`config.mk`:
```
export PLATFORM = sky130hd
export DESIGN_NAME = i2c_intsrc_prescale_clockdiv
export DESIGN_NICKNAME = d
export VERILOG_FILES = /design/src/hdl/i2c_clk_pkg.sv /design/src/hdl/i2c_intsrc_prescale_clockdiv.sv /design/src/hdl/i2c_module_clock_divider.sv
export SDC_FILE = /design/constraint.sdc
export NUM_CORES = 1
export LEC_CHECK = 0
export BUFFER_PORTS_ARGS = -buffer_cell sky130_fd_sc_hd__buf_4
export CAP_MARGIN = 20
export CORE_MARGIN = 1
export CORE_UTILIZATION = 45
export DETAILED_ROUTE_END_ITERATION = 16
export PLACE_DENSITY = 0.7
export SYNTH_ARGS = -nofsm -noshare
export SYNTH_HDL_FRONTEND = slang
export SYNTH_SLANG_ARGS = --single-unit
```
`constraint.sdc`:
```
create_clock -name clk -period 6.1 [get_ports clk]
set_clock_uncertainty 0.2 [all_clocks]
set_input_delay 0 -clock clk [delete_from_list [all_inputs] [get_ports clk]]
set_output_delay 0 -clock clk [all_outputs]
set_load 0.005 [all_outputs]
```
`src/hdl/i2c_clk_pkg.sv`:
```
// Constants for the two-wire controller clocking and interrupt-source block.
// Assumes a 16-bit I/O register port and a 250 MHz input clock.
`default_nettype none
package i2c_clk_pkg;
  // Register indices on the I/O port
  localparam logic [3:0] REG_INTERRUPT_SOURCE_CODE = 4'h0;
  localparam logic [3:0] REG_CLOCK_PRESCALER = 4'h1;
  localparam logic [3:0] REG_SCL_LOW_TIME_DIVIDER = 4'h2;
  localparam logic [3:0] REG_SCL_HIGH_TIME_DIVIDER = 4'h3;
  // Field positions
  localparam int EVENT_CODE_LSB = 0;
  localparam int EVENT_CODE_MSB = 2;
  localparam int TEST_MODE_LSB = 8;
  localparam int TEST_MODE_MSB = 11;
  localparam int PRESCALE_LSB = 0;
  localparam int PRESCALE_MSB = 7;
  // Reset values
  localparam logic [15:0] INTERRUPT_SOURCE_RESET = 16'h0000;
  localparam logic [15:0] CLOCK_PRESCALER_RESET = 16'h0000;
  localparam logic [15:0] SCL_LOW_RESET = 16'h0000;
  localparam logic [15:0] SCL_HIGH_RESET = 16'h0000;
  // Event codes
  localparam logic [2:0] CODE_NONE = 3'h0;
  localparam logic [2:0] CODE_ARB_LOST = 3'h1;
  localparam logic [2:0] CODE_NACK = 3'h2;
  localparam logic [2:0] CODE_REGS_READY = 3'h3;
  localparam logic [2:0] CODE_RX_READY = 3'h4;
  localparam logic [2:0] CODE_TX_READY = 3'h5;
  // Phase offset added to each clock divisor
  localparam logic [2:0] OFFSET_PSC_ZERO = 3'h7;
  localparam logic [2:0] OFFSET_PSC_ONE = 3'h6;
  localparam logic [2:0] OFFSET_PSC_MORE = 3'h5;
  // Level driven on the open-drain clock pin while enabled
  localparam logic SCL_DRIVE_LEVEL = 1'h0;
endpackage
`default_nettype wire

```
`src/hdl/i2c_intsrc_prescale_clockdiv.sv`:
```
// Interrupt source code, bus-busy tracking, prescaler and master clock shaping.
// Assumes synchronous bus pin samples and a 16-bit I/O register port with registered read data.
//
// How it works
// - No START/STOP detection while run bit low.
// - Event code sits in bits 2..0.
// - Codes: none, arb, nack, ready, rx, tx.
// - Reserved bits read zero, writes ignored.
// - Module clock is input clock over divisor+1.
// - Divisor loads only on run bit rising.
// - Master clock divides module clock, low/high divisors.
// - Low phase lasts low divisor plus offset.
// - Offset 7, 6 or 5 by divisor.
// - High phase lasts high divisor plus offset.
// - Reading arb/nack code clears that flag.
`default_nettype none
module i2c_intsrc_prescale_clockdiv #(
  parameter int DIV_WIDTH = 16,
  parameter int PSC_WIDTH = 8
) (
  input wire logic clk,
  input wire logic sys_rst,
  input wire logic ce,
  input wire logic [3:0] io_addr,
  input wire logic io_wr,
  input wire logic io_rd,
  input wire logic [15:0] io_wdata,
  output logic [15:0] io_rdata,
  input wire logic module_run_enable,
  input wire logic master_active,
  input wire logic scl_in,
  input wire logic sda_in,
  input wire logic arb_lost_set,
  input wire logic nack_set,
  input wire logic arb_lost_clear,
  input wire logic nack_clear,
  input wire logic regs_ready,
  input wire logic rx_ready,
  input wire logic tx_ready,
  output logic arb_lost_flag,
  output logic nack_flag,
  output logic bus_busy_flag,
  output logic [2:0] event_code,
  output logic [3:0] test_mode_field,
  output logic module_clk_tick,
  output logic scl_out,
  output logic scl_oe_n
);
  typedef enum logic [1:0] {SCL_IDLE, SCL_LOW, SCL_HIGH} scl_state_type;

  // Register-side state
  logic [PSC_WIDTH-1:0] prescale_divisor, next_prescale_divisor; // Software copy
  logic [PSC_WIDTH-1:0] active_prescale, next_active_prescale; // Copy in use
  logic [DIV_WIDTH-1:0] scl_low_divisor, next_scl_low_divisor;
  logic [DIV_WIDTH-1:0] scl_high_divisor, next_scl_high_divisor;
  logic [3:0] next_test_mode_field;
  logic [15:0] next_io_rdata;
  logic next_arb_lost_flag, next_nack_flag;
  logic [2:0] next_event_code;
  // Bus watching state
  logic run_prev, next_run_prev; // Detects the run bit rising
  logic scl_prev, sda_prev; // Previous pin samples
  logic next_bus_busy_flag;
  logic start_seen, stop_seen;
  // Master clock state
  scl_state_type scl_state, next_scl_state;
  logic [DIV_WIDTH:0] phase_count, next_phase_count; // Module clocks in phase
  logic next_scl_oe_n;
  logic [2:0] phase_offset;
  logic [DIV_WIDTH:0] low_target, high_target;
  logic isrc_read;

  assign isrc_read = io_rd && (io_addr == i2c_clk_pkg::REG_INTERRUPT_SOURCE_CODE);

  // Register writes, prescale capture, readback and flags
  always_comb begin
    next_prescale_divisor = prescale_divisor;
    next_scl_low_divisor = scl_low_divisor;
    next_scl_high_divisor = scl_high_divisor;
    next_test_mode_field = test_mode_field;
    next_active_prescale = active_prescale;
    next_run_prev = module_run_enable;
    next_io_rdata = io_rdata;
    if (io_wr) begin
      case (io_addr)
        // Only the test field is writable here; event code is read only
        i2c_clk_pkg::REG_INTERRUPT_SOURCE_CODE: begin
          next_test_mode_field = io_wdata[i2c_clk_pkg::TEST_MODE_MSB:i2c_clk_pkg::TEST_MODE_LSB];
        end
        i2c_clk_pkg::REG_CLOCK_PRESCALER: begin
          next_prescale_divisor = PSC_WIDTH'(io_wdata[i2c_clk_pkg::PRESCALE_MSB:i2c_clk_pkg::PRESCALE_LSB]);
        end
        i2c_clk_pkg::REG_SCL_LOW_TIME_DIVIDER: begin
          next_scl_low_divisor = DIV_WIDTH'(io_wdata);
        end
        i2c_clk_pkg::REG_SCL_HIGH_TIME_DIVIDER: begin
          next_scl_high_divisor = DIV_WIDTH'(io_wdata);
        end
        default: begin
          next_scl_low_divisor = scl_low_divisor;
        end
      endcase
    end
    // Divisor goes live only when the module leaves reset
    if (module_run_enable && !run_prev) begin
      next_active_prescale = prescale_divisor;
    end
    if (io_rd) begin
      next_io_rdata = 16'h0000;
      case (io_addr)
        i2c_clk_pkg::REG_INTERRUPT_SOURCE_CODE: begin
          next_io_rdata[i2c_clk_pkg::EVENT_CODE_MSB:i2c_clk_pkg::EVENT_CODE_LSB] = event_code;
          next_io_rdata[i2c_clk_pkg::TEST_MODE_MSB:i2c_clk_pkg::TEST_MODE_LSB] = test_mode_field;
        end
        i2c_clk_pkg::REG_CLOCK_PRESCALER: begin
          next_io_rdata[i2c_clk_pkg::PRESCALE_MSB:i2c_clk_pkg::PRESCALE_LSB] = 8'(prescale_divisor);
        end
        i2c_clk_pkg::REG_SCL_LOW_TIME_DIVIDER: begin
          next_io_rdata = 16'(scl_low_divisor);
        end
        i2c_clk_pkg::REG_SCL_HIGH_TIME_DIVIDER: begin
          next_io_rdata = 16'(scl_high_divisor);
        end
        default: begin
          next_io_rdata = 16'h0000;
        end
      endcase
    end
    // Flags: set wins over the clear strobes and the source read; module reset clears them even over a set
    next_arb_lost_flag = arb_lost_set ||
      (arb_lost_flag && !arb_lost_clear && !(isrc_read && event_code == i2c_clk_pkg::CODE_ARB_LOST));
    next_nack_flag = nack_set ||
      (nack_flag && !nack_clear && !(isrc_read && event_code == i2c_clk_pkg::CODE_NACK));
    if (!module_run_enable) begin
      next_arb_lost_flag = 1'b0;
      next_nack_flag = 1'b0;
    end
    // Highest-priority pending event gives the code
    if (next_arb_lost_flag) begin
      next_event_code = i2c_clk_pkg::CODE_ARB_LOST;
    end else if (next_nack_flag) begin
      next_event_code = i2c_clk_pkg::CODE_NACK;
    end else if (regs_ready) begin
      next_event_code = i2c_clk_pkg::CODE_REGS_READY;
    end else if (rx_ready) begin
      next_event_code = i2c_clk_pkg::CODE_RX_READY;
    end else if (tx_ready) begin
      next_event_code = i2c_clk_pkg::CODE_TX_READY;
    end else begin
      next_event_code = i2c_clk_pkg::CODE_NONE;
    end
  end

  // START is SDA falling with SCL high; STOP is SDA rising with SCL high
  assign start_seen = module_run_enable && scl_prev && scl_in && sda_prev && !sda_in;
  assign stop_seen = module_run_enable && scl_prev && scl_in && !sda_prev && sda_in;

  // Busy flag follows bus conditions, holds while in module reset
  always_comb begin
    if (start_seen) begin
      next_bus_busy_flag = 1'b1;
    end else if (stop_seen) begin
      next_bus_busy_flag = 1'b0;
    end else begin
      next_bus_busy_flag = bus_busy_flag;
    end
  end

  // Offset depends on the prescale divisor in use
  always_comb begin
    if (active_prescale == '0) begin
      phase_offset = i2c_clk_pkg::OFFSET_PSC_ZERO;
    end else if (active_prescale == PSC_WIDTH'(1)) begin
      phase_offset = i2c_clk_pkg::OFFSET_PSC_ONE;
    end else begin
      phase_offset = i2c_clk_pkg::OFFSET_PSC_MORE;
    end
  end

  assign low_target = {1'b0, scl_low_divisor} + {{(DIV_WIDTH-2){1'b0}}, phase_offset};
  assign high_target = {1'b0, scl_high_divisor} + {{(DIV_WIDTH-2){1'b0}}, phase_offset};

  // Master clock shaping in module clock ticks
  always_comb begin
    next_scl_state = scl_state;
    next_phase_count = phase_count;
    next_scl_oe_n = 1'b1;
    if (!module_run_enable || !master_active) begin
      next_scl_state = SCL_IDLE;
      next_phase_count = '0;
    end else begin
      case (scl_state)
        SCL_IDLE: begin
          next_scl_state = SCL_LOW;
          next_phase_count = '0;
          next_scl_oe_n = 1'b0;
        end
        SCL_LOW: begin
          next_scl_oe_n = 1'b0;
          if (module_clk_tick) begin
            if (phase_count + 1'b1 >= low_target) begin
              next_scl_state = SCL_HIGH;
              next_phase_count = '0;
              next_scl_oe_n = 1'b1;
            end else begin
              next_phase_count = phase_count + 1'b1;
            end
          end
        end
        SCL_HIGH: begin
          // High time counts only once the pin is really high
          if (module_clk_tick && scl_in) begin
            if (phase_count + 1'b1 >= high_target) begin
              next_scl_state = SCL_LOW;
              next_phase_count = '0;
              next_scl_oe_n = 1'b0;
            end else begin
              next_phase_count = phase_count + 1'b1;
            end
          end
        end
        default: begin
          next_scl_state = SCL_IDLE;
        end
      endcase
    end
  end

  // Module clock tick generator
  i2c_module_clock_divider #(
    .DIV_WIDTH(PSC_WIDTH)
  ) u_prescaler (
    .clk(clk),
    .sys_rst(sys_rst),
    .ce(ce),
    .run(module_run_enable),
    .divisor(active_prescale),
    .tick(module_clk_tick)
  );

  assign scl_out = i2c_clk_pkg::SCL_DRIVE_LEVEL;

  // All state registers, frozen while the clock enable is low
  always_ff @(posedge clk) begin
    if (sys_rst) begin
      prescale_divisor <= i2c_clk_pkg::CLOCK_PRESCALER_RESET[PSC_WIDTH-1:0];
      active_prescale <= i2c_clk_pkg::CLOCK_PRESCALER_RESET[PSC_WIDTH-1:0];
      scl_low_divisor <= i2c_clk_pkg::SCL_LOW_RESET;
      scl_high_divisor <= i2c_clk_pkg::SCL_HIGH_RESET;
      test_mode_field <= i2c_clk_pkg::INTERRUPT_SOURCE_RESET[11:8];
      event_code <= i2c_clk_pkg::CODE_NONE;
      io_rdata <= 16'h0000;
      arb_lost_flag <= 1'b0;
      nack_flag <= 1'b0;
      run_prev <= 1'b0;
      scl_prev <= 1'b1;
      sda_prev <= 1'b1;
      bus_busy_flag <= 1'b0;
      scl_state <= SCL_IDLE;
      phase_count <= '0;
      scl_oe_n <= 1'b1;
    end else if (ce) begin
      prescale_divisor <= next_prescale_divisor;
      active_prescale <= next_active_prescale;
      scl_low_divisor <= next_scl_low_divisor;
      scl_high_divisor <= next_scl_high_divisor;
      test_mode_field <= next_test_mode_field;
      event_code <= next_event_code;
      io_rdata <= next_io_rdata;
      arb_lost_flag <= next_arb_lost_flag;
      nack_flag <= next_nack_flag;
      run_prev <= next_run_prev;
      scl_prev <= scl_in;
      sda_prev <= sda_in;
      bus_busy_flag <= next_bus_busy_flag;
      scl_state <= next_scl_state;
      phase_count <= next_phase_count;
      scl_oe_n <= next_scl_oe_n;
    end
  end
endmodule
`default_nettype wire

```
`src/hdl/i2c_module_clock_divider.sv`:
```
// Module clock prescaler: one tick every divisor+1 input clocks.
// Assumes the divisor is stable while run is high.
`default_nettype none
module i2c_module_clock_divider #(
  parameter int DIV_WIDTH = 8
) (
  input wire logic clk,
  input wire logic sys_rst,
  input wire logic ce,
  input wire logic run,
  input wire logic [DIV_WIDTH-1:0] divisor,
  output logic tick
);
  logic [DIV_WIDTH-1:0] count; // Input clocks since last tick
  logic [DIV_WIDTH-1:0] next_count;

  // Wrap at the divisor, held cleared while the module is in reset
  always_comb begin
    if (!run || count == divisor) begin
      next_count = '0;
    end else begin
      next_count = count + 1'b1;
    end
  end

  // Tick marks the last input clock of each module clock period
  assign tick = run && (count == divisor);

  always_ff @(posedge clk) begin
    if (sys_rst) begin
      count <= '0;
    end else if (ce) begin
      count <= next_count;
    end
  end
endmodule
`default_nettype wire

```
==> metrics.yaml, run 1 <==
outcome: "finished, final reports clean"
route.detailed.drc: 0
slew_headroom_pct: 40.28
pin_count: 65
leakagePower_nw: 2.987
arrival_ps: 4990
drive_gt1_share_pct: 12.24
synth_edf_count: 0
cts-root-buf: "clkbuf_16"
synth_seq_cells: 105
h-tree-depth: 3
power_density_mw_per_mm2: 194.0
coreArea_sq_mm: 0.01324
num_vias: 5482
hold_depth: 2
vias_per_cell: 5.565
synth_common_cells: "dfxtp_1, nand2_1, nor2_1"
setup_ws_ps: 1206
rsz0062_at_grt: "false"
clk_pin_slew_ps: 80
synth-simple-area-share_pct: 19.45
grt_pass1_wl_um: 26340
syn_nets: 810
synthAdderAreaFrac_pct: 9.891
grt_overflow: 0
path_class: "reg2reg"
timing.final.crit_share_pct: 80.23
drt-wirelength-per-cell_um: 16.22
dp_slack_ps: 1317
antenna_found_initial: 0
clkLatencyLatePin_ps: 370
io_buffers: 63
endpoint_kind: "flip-flop"
grt_max_degree: 86
synthesis.area_sq_mm: 0.006097
finalSetupTns_ps: 0
finalCriticalPeriod_ps: 4894
min_path_type: "in2reg"
cts_tree: "built"
yosys-top-cells-area: "dfxtp_1, ha_1, nand2_1"
gp_congestion: 0.9047
fin_util_pct: 55.44
ys.flop_type: "dfxtp_1"
cap_violations: 0
area_growth_pct: 20.42
fp.dieH_um: 118.4
fillerInstances: 1234
numCtsBuffers: 9
cts.sinks: 105
avgSynthCellArea_sq_um: 8.387
slew_viol_final: 0
drt_first_pass_iters: 5
initialDrtViolationCount: 340
syn_inst: 727
nNetsFinal: 887
synth_top_family_by_area: "simple AND/OR/NAND/NOR gates"
hold_violations: 0
ys_seq_area_share_pct: 34.48
synth_compound_area_share_pct: 15.97
setup_viol: 0
ir_worst_vdd_v: 0.0002043
synth_most_common_cell: "dfxtp_1"
dieArea_sq_mm: 0.01402
max_freq_ghz: 0.2043
synth-xor-area-share_pct: 8.188
ff2ff_setup_slack_ps: 1210
grt_usage_pct: 23.36
r2r_start: "active_prescale[3]"
r2r_cells: 17
start_util_pct: 46.04
cts_buffer_depth: 2
required_ps: 6190
crit_fanout: 9
dieWidth_um: 118.4
netlist-cell-type-count: 64
r2r-end: "scl_state[1]"
dpl.hpwl_um: 11730
yosys.area.top_type: "dfxtp_1"
synthArstFlopShare_pct: 0
wirelength_um: 15970
ys_warn_count: 0
min_to: "u_prescaler.count[1]"
ant_nets: 0
startpoint_type: "flip-flop"
synth_top_area_share_pct: 34.48
rows: 42
worst_pin_slew_ps: 895.9
first_global_vias: 5399
synthMuxAreaShare_pct: 7.285
cts-resized-gates: 0
startpoint: "active_prescale[3]"
num_antenna_cells: 0
cts_setup_buffers: 0
hold_start: "sys_rst"
final cells by class:
class,instances,area (sq um),area share [%]
Multi-Input combinational cell,550,3710,50.53
Sequential cell,105,2102,28.63
Timing Repair Buffer,103,863.3,11.76
Clock buffer,9,225.2,3.067
Tap cell,176,220.2,2.999
Inverter,35,131.4,1.789
Clock inverter,7,90.09,1.227
layout by cell type (no fill, tap or decap), types with 9 or more instances in the layout:
cell | netlist | routed
mux2i_1 | 32 | 32
buf_4 | 1 | 67
dlygate4sd3_1 | 0 | 36
nor2_1 | 65 | 65
nor2b_1 | 9 | 9
dfxtp_1 | 105 | 105
nor3_1 | 17 | 17
clkbuf_16 | 0 | 9
o21ai_0 | 21 | 21
and3_1 | 15 | 15
a22oi_1 | 12 | 12
xnor2_1 | 22 | 22
nand2_1 | 99 | 99
a21oi_1 | 53 | 53
nand4_1 | 12 | 12
xor2_1 | 35 | 35
inv_1 | 34 | 34
nand3_1 | 21 | 21
ha_1 | 45 | 45
worst max-delay path, cell delays in order (launching register included):
cell and delay [ps]:
dfxtp_1 340, or4_1 510, nor4_1 240, buf_4 210, nand2_1 90, ha_1 220
fa_1 430, o2111ai_1 300, nor2_1 120, nand2_1 110, xor2_1 180, ha_1 270
a21oi_1 180, o21ai_0 130, a2111oi_0 410, o211a_1 460, a2111o_1 200, mux2i_1 210
layer usage:
metal | up-vias | share of wire [%] | routed length (um) | GRT usage (%)
li1 | 2700 | - | - | -
met1 | 2603 | 46 | 7315 | 29.64
met2 | 159 | 48 | 7681 | 40.00
met3 | 20 | 4.6 | 737 | 4.102
met4 | 0 | 1.5 | 238 | 7.674
met5 | - | 0 | 0 | 0
worst max path at each step:
stage	endpoint	slack, ps	cells after the start
final	scl_state[1]	1210	17
after global routing	scl_state[1]	780	18
after CTS	scl_state[1]	1280	17
after detailed placement	scl_state[1]	1320	17
after global placement	scl_state[1]	1410	18
after floorplan	scl_state[0]	1290	18
cell families (layout without fill, tap and decap cells):
family                   after synthesis  count (layout)
AND/OR/NAND/NOR                      259             259
AO/OA/AOI/OAI                        146             146
flip-flops                           105             105
buffers and inverters                 72             154
XOR/XNOR                              57              57
adder cells (fa/ha/maj)               47              47
multiplexers                          40              40
other                                  1               1
power breakdown:
| group | switching (mW) | internal (mW) | total, mW |
|---|---|---|---|
| Sequential | 0.00708 | 0.692 | 0.699 |
| Combinational | 0.0590 | 0.0544 | 0.113 |
| Clock | 0.286 | 0.327 | 0.612 |
| Total | 0.352 | 1.07 | 1.42 |
what timing repair did:
action / in CTS / in global routing
endpoints found under the setup margin: 0 / 0
hold endpoints to repair: 71 / 0
hold buffers: 36 / 0
state kept, by name (all words and copies together) (netlist names):
name / cells
nack_flag: 1
run_prev: 1
scl_state: 2
sda_prev: 1
active_prescale: 8
event_code: 3
bus_busy_flag: 1
scl_low_divisor: 16
arb_lost_flag: 1
scl_oe_n: 1
scl_prev: 1
u_prescaler.count: 8
prescale_divisor: 8
phase_count: 17
scl_high_divisor: 16
test_mode_field: 4
io_rdata: 16
stage by stage:
stage	power (mW)	cell area, sq um	hold WS (ps)	std cells
4_1_cts	1.430	7342	16.80	985
5_1_grt	1.470	7342	41.21	985
2_1_floorplan	0.7670	6097	-77.58	727
3_5_place_dp	0.8068	6666	28.58	933
6_report	1.424	7342	5.042	985
3_3_place_gp	0.8040	6659	24.21	932
Note: power is estimated with default switching activity, not from simulation.
==> run 2, diff against run 1 <==
==> constraint.sdc (replaced) <==
create_clock -name clk -period 5.05 [get_ports clk]
set_clock_uncertainty 0.2 [all_clocks]
set_input_delay 0 -clock clk [delete_from_list [all_inputs] [get_ports clk]]
set_output_delay 0 -clock clk [all_outputs]
set_load 0.005 [all_outputs]
==> run 2 against run 1 <==
Against the previous run:
- clock-buffer cell count stayed put
- wire length is essentially flat
- setup slack got worse by 920 ps
- via count up 1.6%
- total power is 19% higher
- flip-flop and latch count did not move
- maximum frequency is 2.7% higher
- sequential power rose by 21%
- combinational power up 23%
- global-route usage is 0.17 points lower
- critical path type unchanged
- largest cell class unchanged
==> metrics.yaml, run 2 (synthesis gave the netlist of run 1 again) <==
drt_first_pass_iters: 5
numCtsBuffers: 9
power_density_mw_per_mm2: 230.3
clk_pin_slew_ps: 70
antenna_found_initial: 0
setup_viol: 0
drive_gt1_share_pct: 12.93
hold_violations: 0
power_mw: 1.699
dieArea_sq_mm: 0.01402
outcome: "finished, final reports clean"
endpoint_kind: "flip-flop"
rows: 42
area_growth_pct: 20.97
mostFrequentLayoutCells: "dfxtp_1, nand2_1, buf_4"
stdcell_area_sq_mm: 0.007376
slew_headroom_pct: 40.53
worst_pin_slew_ps: 892.1
io_buffers: 63
wirelength_um: 15970
layout.cells.most_common: "dfxtp_1"
grt_pass1_wl_um: 26070
ir_worst_vdd_v: 0.0002128
worst_hold_slack_ps: 23.77
pin_count: 65
dp_slack_ps: 34.27
timing.final.crit_share_pct: 94.38
dieWidth_um: 118.4
place_area_sq_mm: 0.006670
start_util_pct: 46.04
nNetsFinal: 890
coreArea_sq_mm: 0.01324
ant_nets: 0
cts.sinks: 105
route.detailed.drc: 0
finalCriticalPeriod_ps: 4766
setup_ws_ps: 283.7
drt-wirelength-per-cell_um: 16.17
grt_usage_pct: 23.18
leakagePower_nw: 3.005
layoutNonFillerInstCount: 988
slew_viol_final: 0
crit_fanout: 7
ff2ff_setup_slack_ps: 280
min_path_type: "in2reg"
grt_overflow: 0
num_vias: 5569
dpl.hpwl_um: 11490
required_ps: 5130
max_freq_ghz: 0.2098
top_register: "phase_count"
first_global_vias: 5327
cts-root-buf: "clkbuf_16"
cts_tree: "built"
initialDrtViolationCount: 327
gp_congestion: 0.8650
path_class: "reg2reg"
startpoint_type: "flip-flop"
clkLatencyLatePin_ps: 360
grt_max_degree: 86
arrival_ps: 4850
h-tree-depth: 3
vias_per_cell: 5.637
largest_register_ffs: 17
dpl.cell_count: 933
cap_violations: 0
cts_buffer_depth: 2
fp.dieH_um: 118.4
num_antenna_cells: 0
run 2: report_power, final:
group | internal, mW | leakage (nW) | switching, mW
sequential | 0.835 | 0.848 | 0.00859
clock | 0.389 | 0.148 | 0.327
combinational | 0.0671 | 2.01 | 0.0718
run 2: worst paths after layout:
kind / from / endpoint / depth (start not counted)
max reg2reg: active_prescale[3] / phase_count[7] / 18
max: active_prescale[3] / phase_count[7] / 18
min: sys_rst / run_prev / 2
min reg2reg: sda_prev / bus_busy_flag / 2
run 2: critical path: stages, from the launching register on:
cell       delay (ps)
dfxtp_1           340
or4_1             580
nor4_4            240
nand2_1           130
ha_1              230
a211oi_1          390
nor2_1            130
and3_1            240
and3_1            210
nand3_1           110
xor2_1            160
ha_1              270
a21oi_1           160
a21boi_0          120
a2111oi_1         400
o211a_2           370
buf_4             150
o2111ai_1         100
o21ai_1           130
run 2: layer usage:
layer	part of all wire (%)	vias up	routed length, um	global-route usage, %
met1	45	2664	7124	29.14
met3	6.3	28	1007	5.405
met2	48	168	7601	39.26
met5	0	-	0	0
met4	1.5	0	240	7.120
li1	-	2709	-	-
run 2: layout make-up:
type	instances	area (sq um)
fill	1221	5867
clock inverter	7	76.32
tap	176	220.2
clock buffer	9	225.2
sequential	105	2102
multi-input combinational	550	3731
timing repair buffer	106	889.6
inverter	35	131.4
run 2: timing repair:
item	in CTS	in global routing
setup buffers	0	3
hold buffers	36	0
endpoints found under the hold margin	75	0
endpoints found under the setup margin	0	20
gates resized for setup	0	5
run 2: stage by stage:
stage               utilization [%]  TNS (ps)
CTS                           55.37         0
global route                  55.70    -13.20
floorplan                         -         0
detailed placement            50.37         0
finish                        55.70         0
global placement              50.28         0
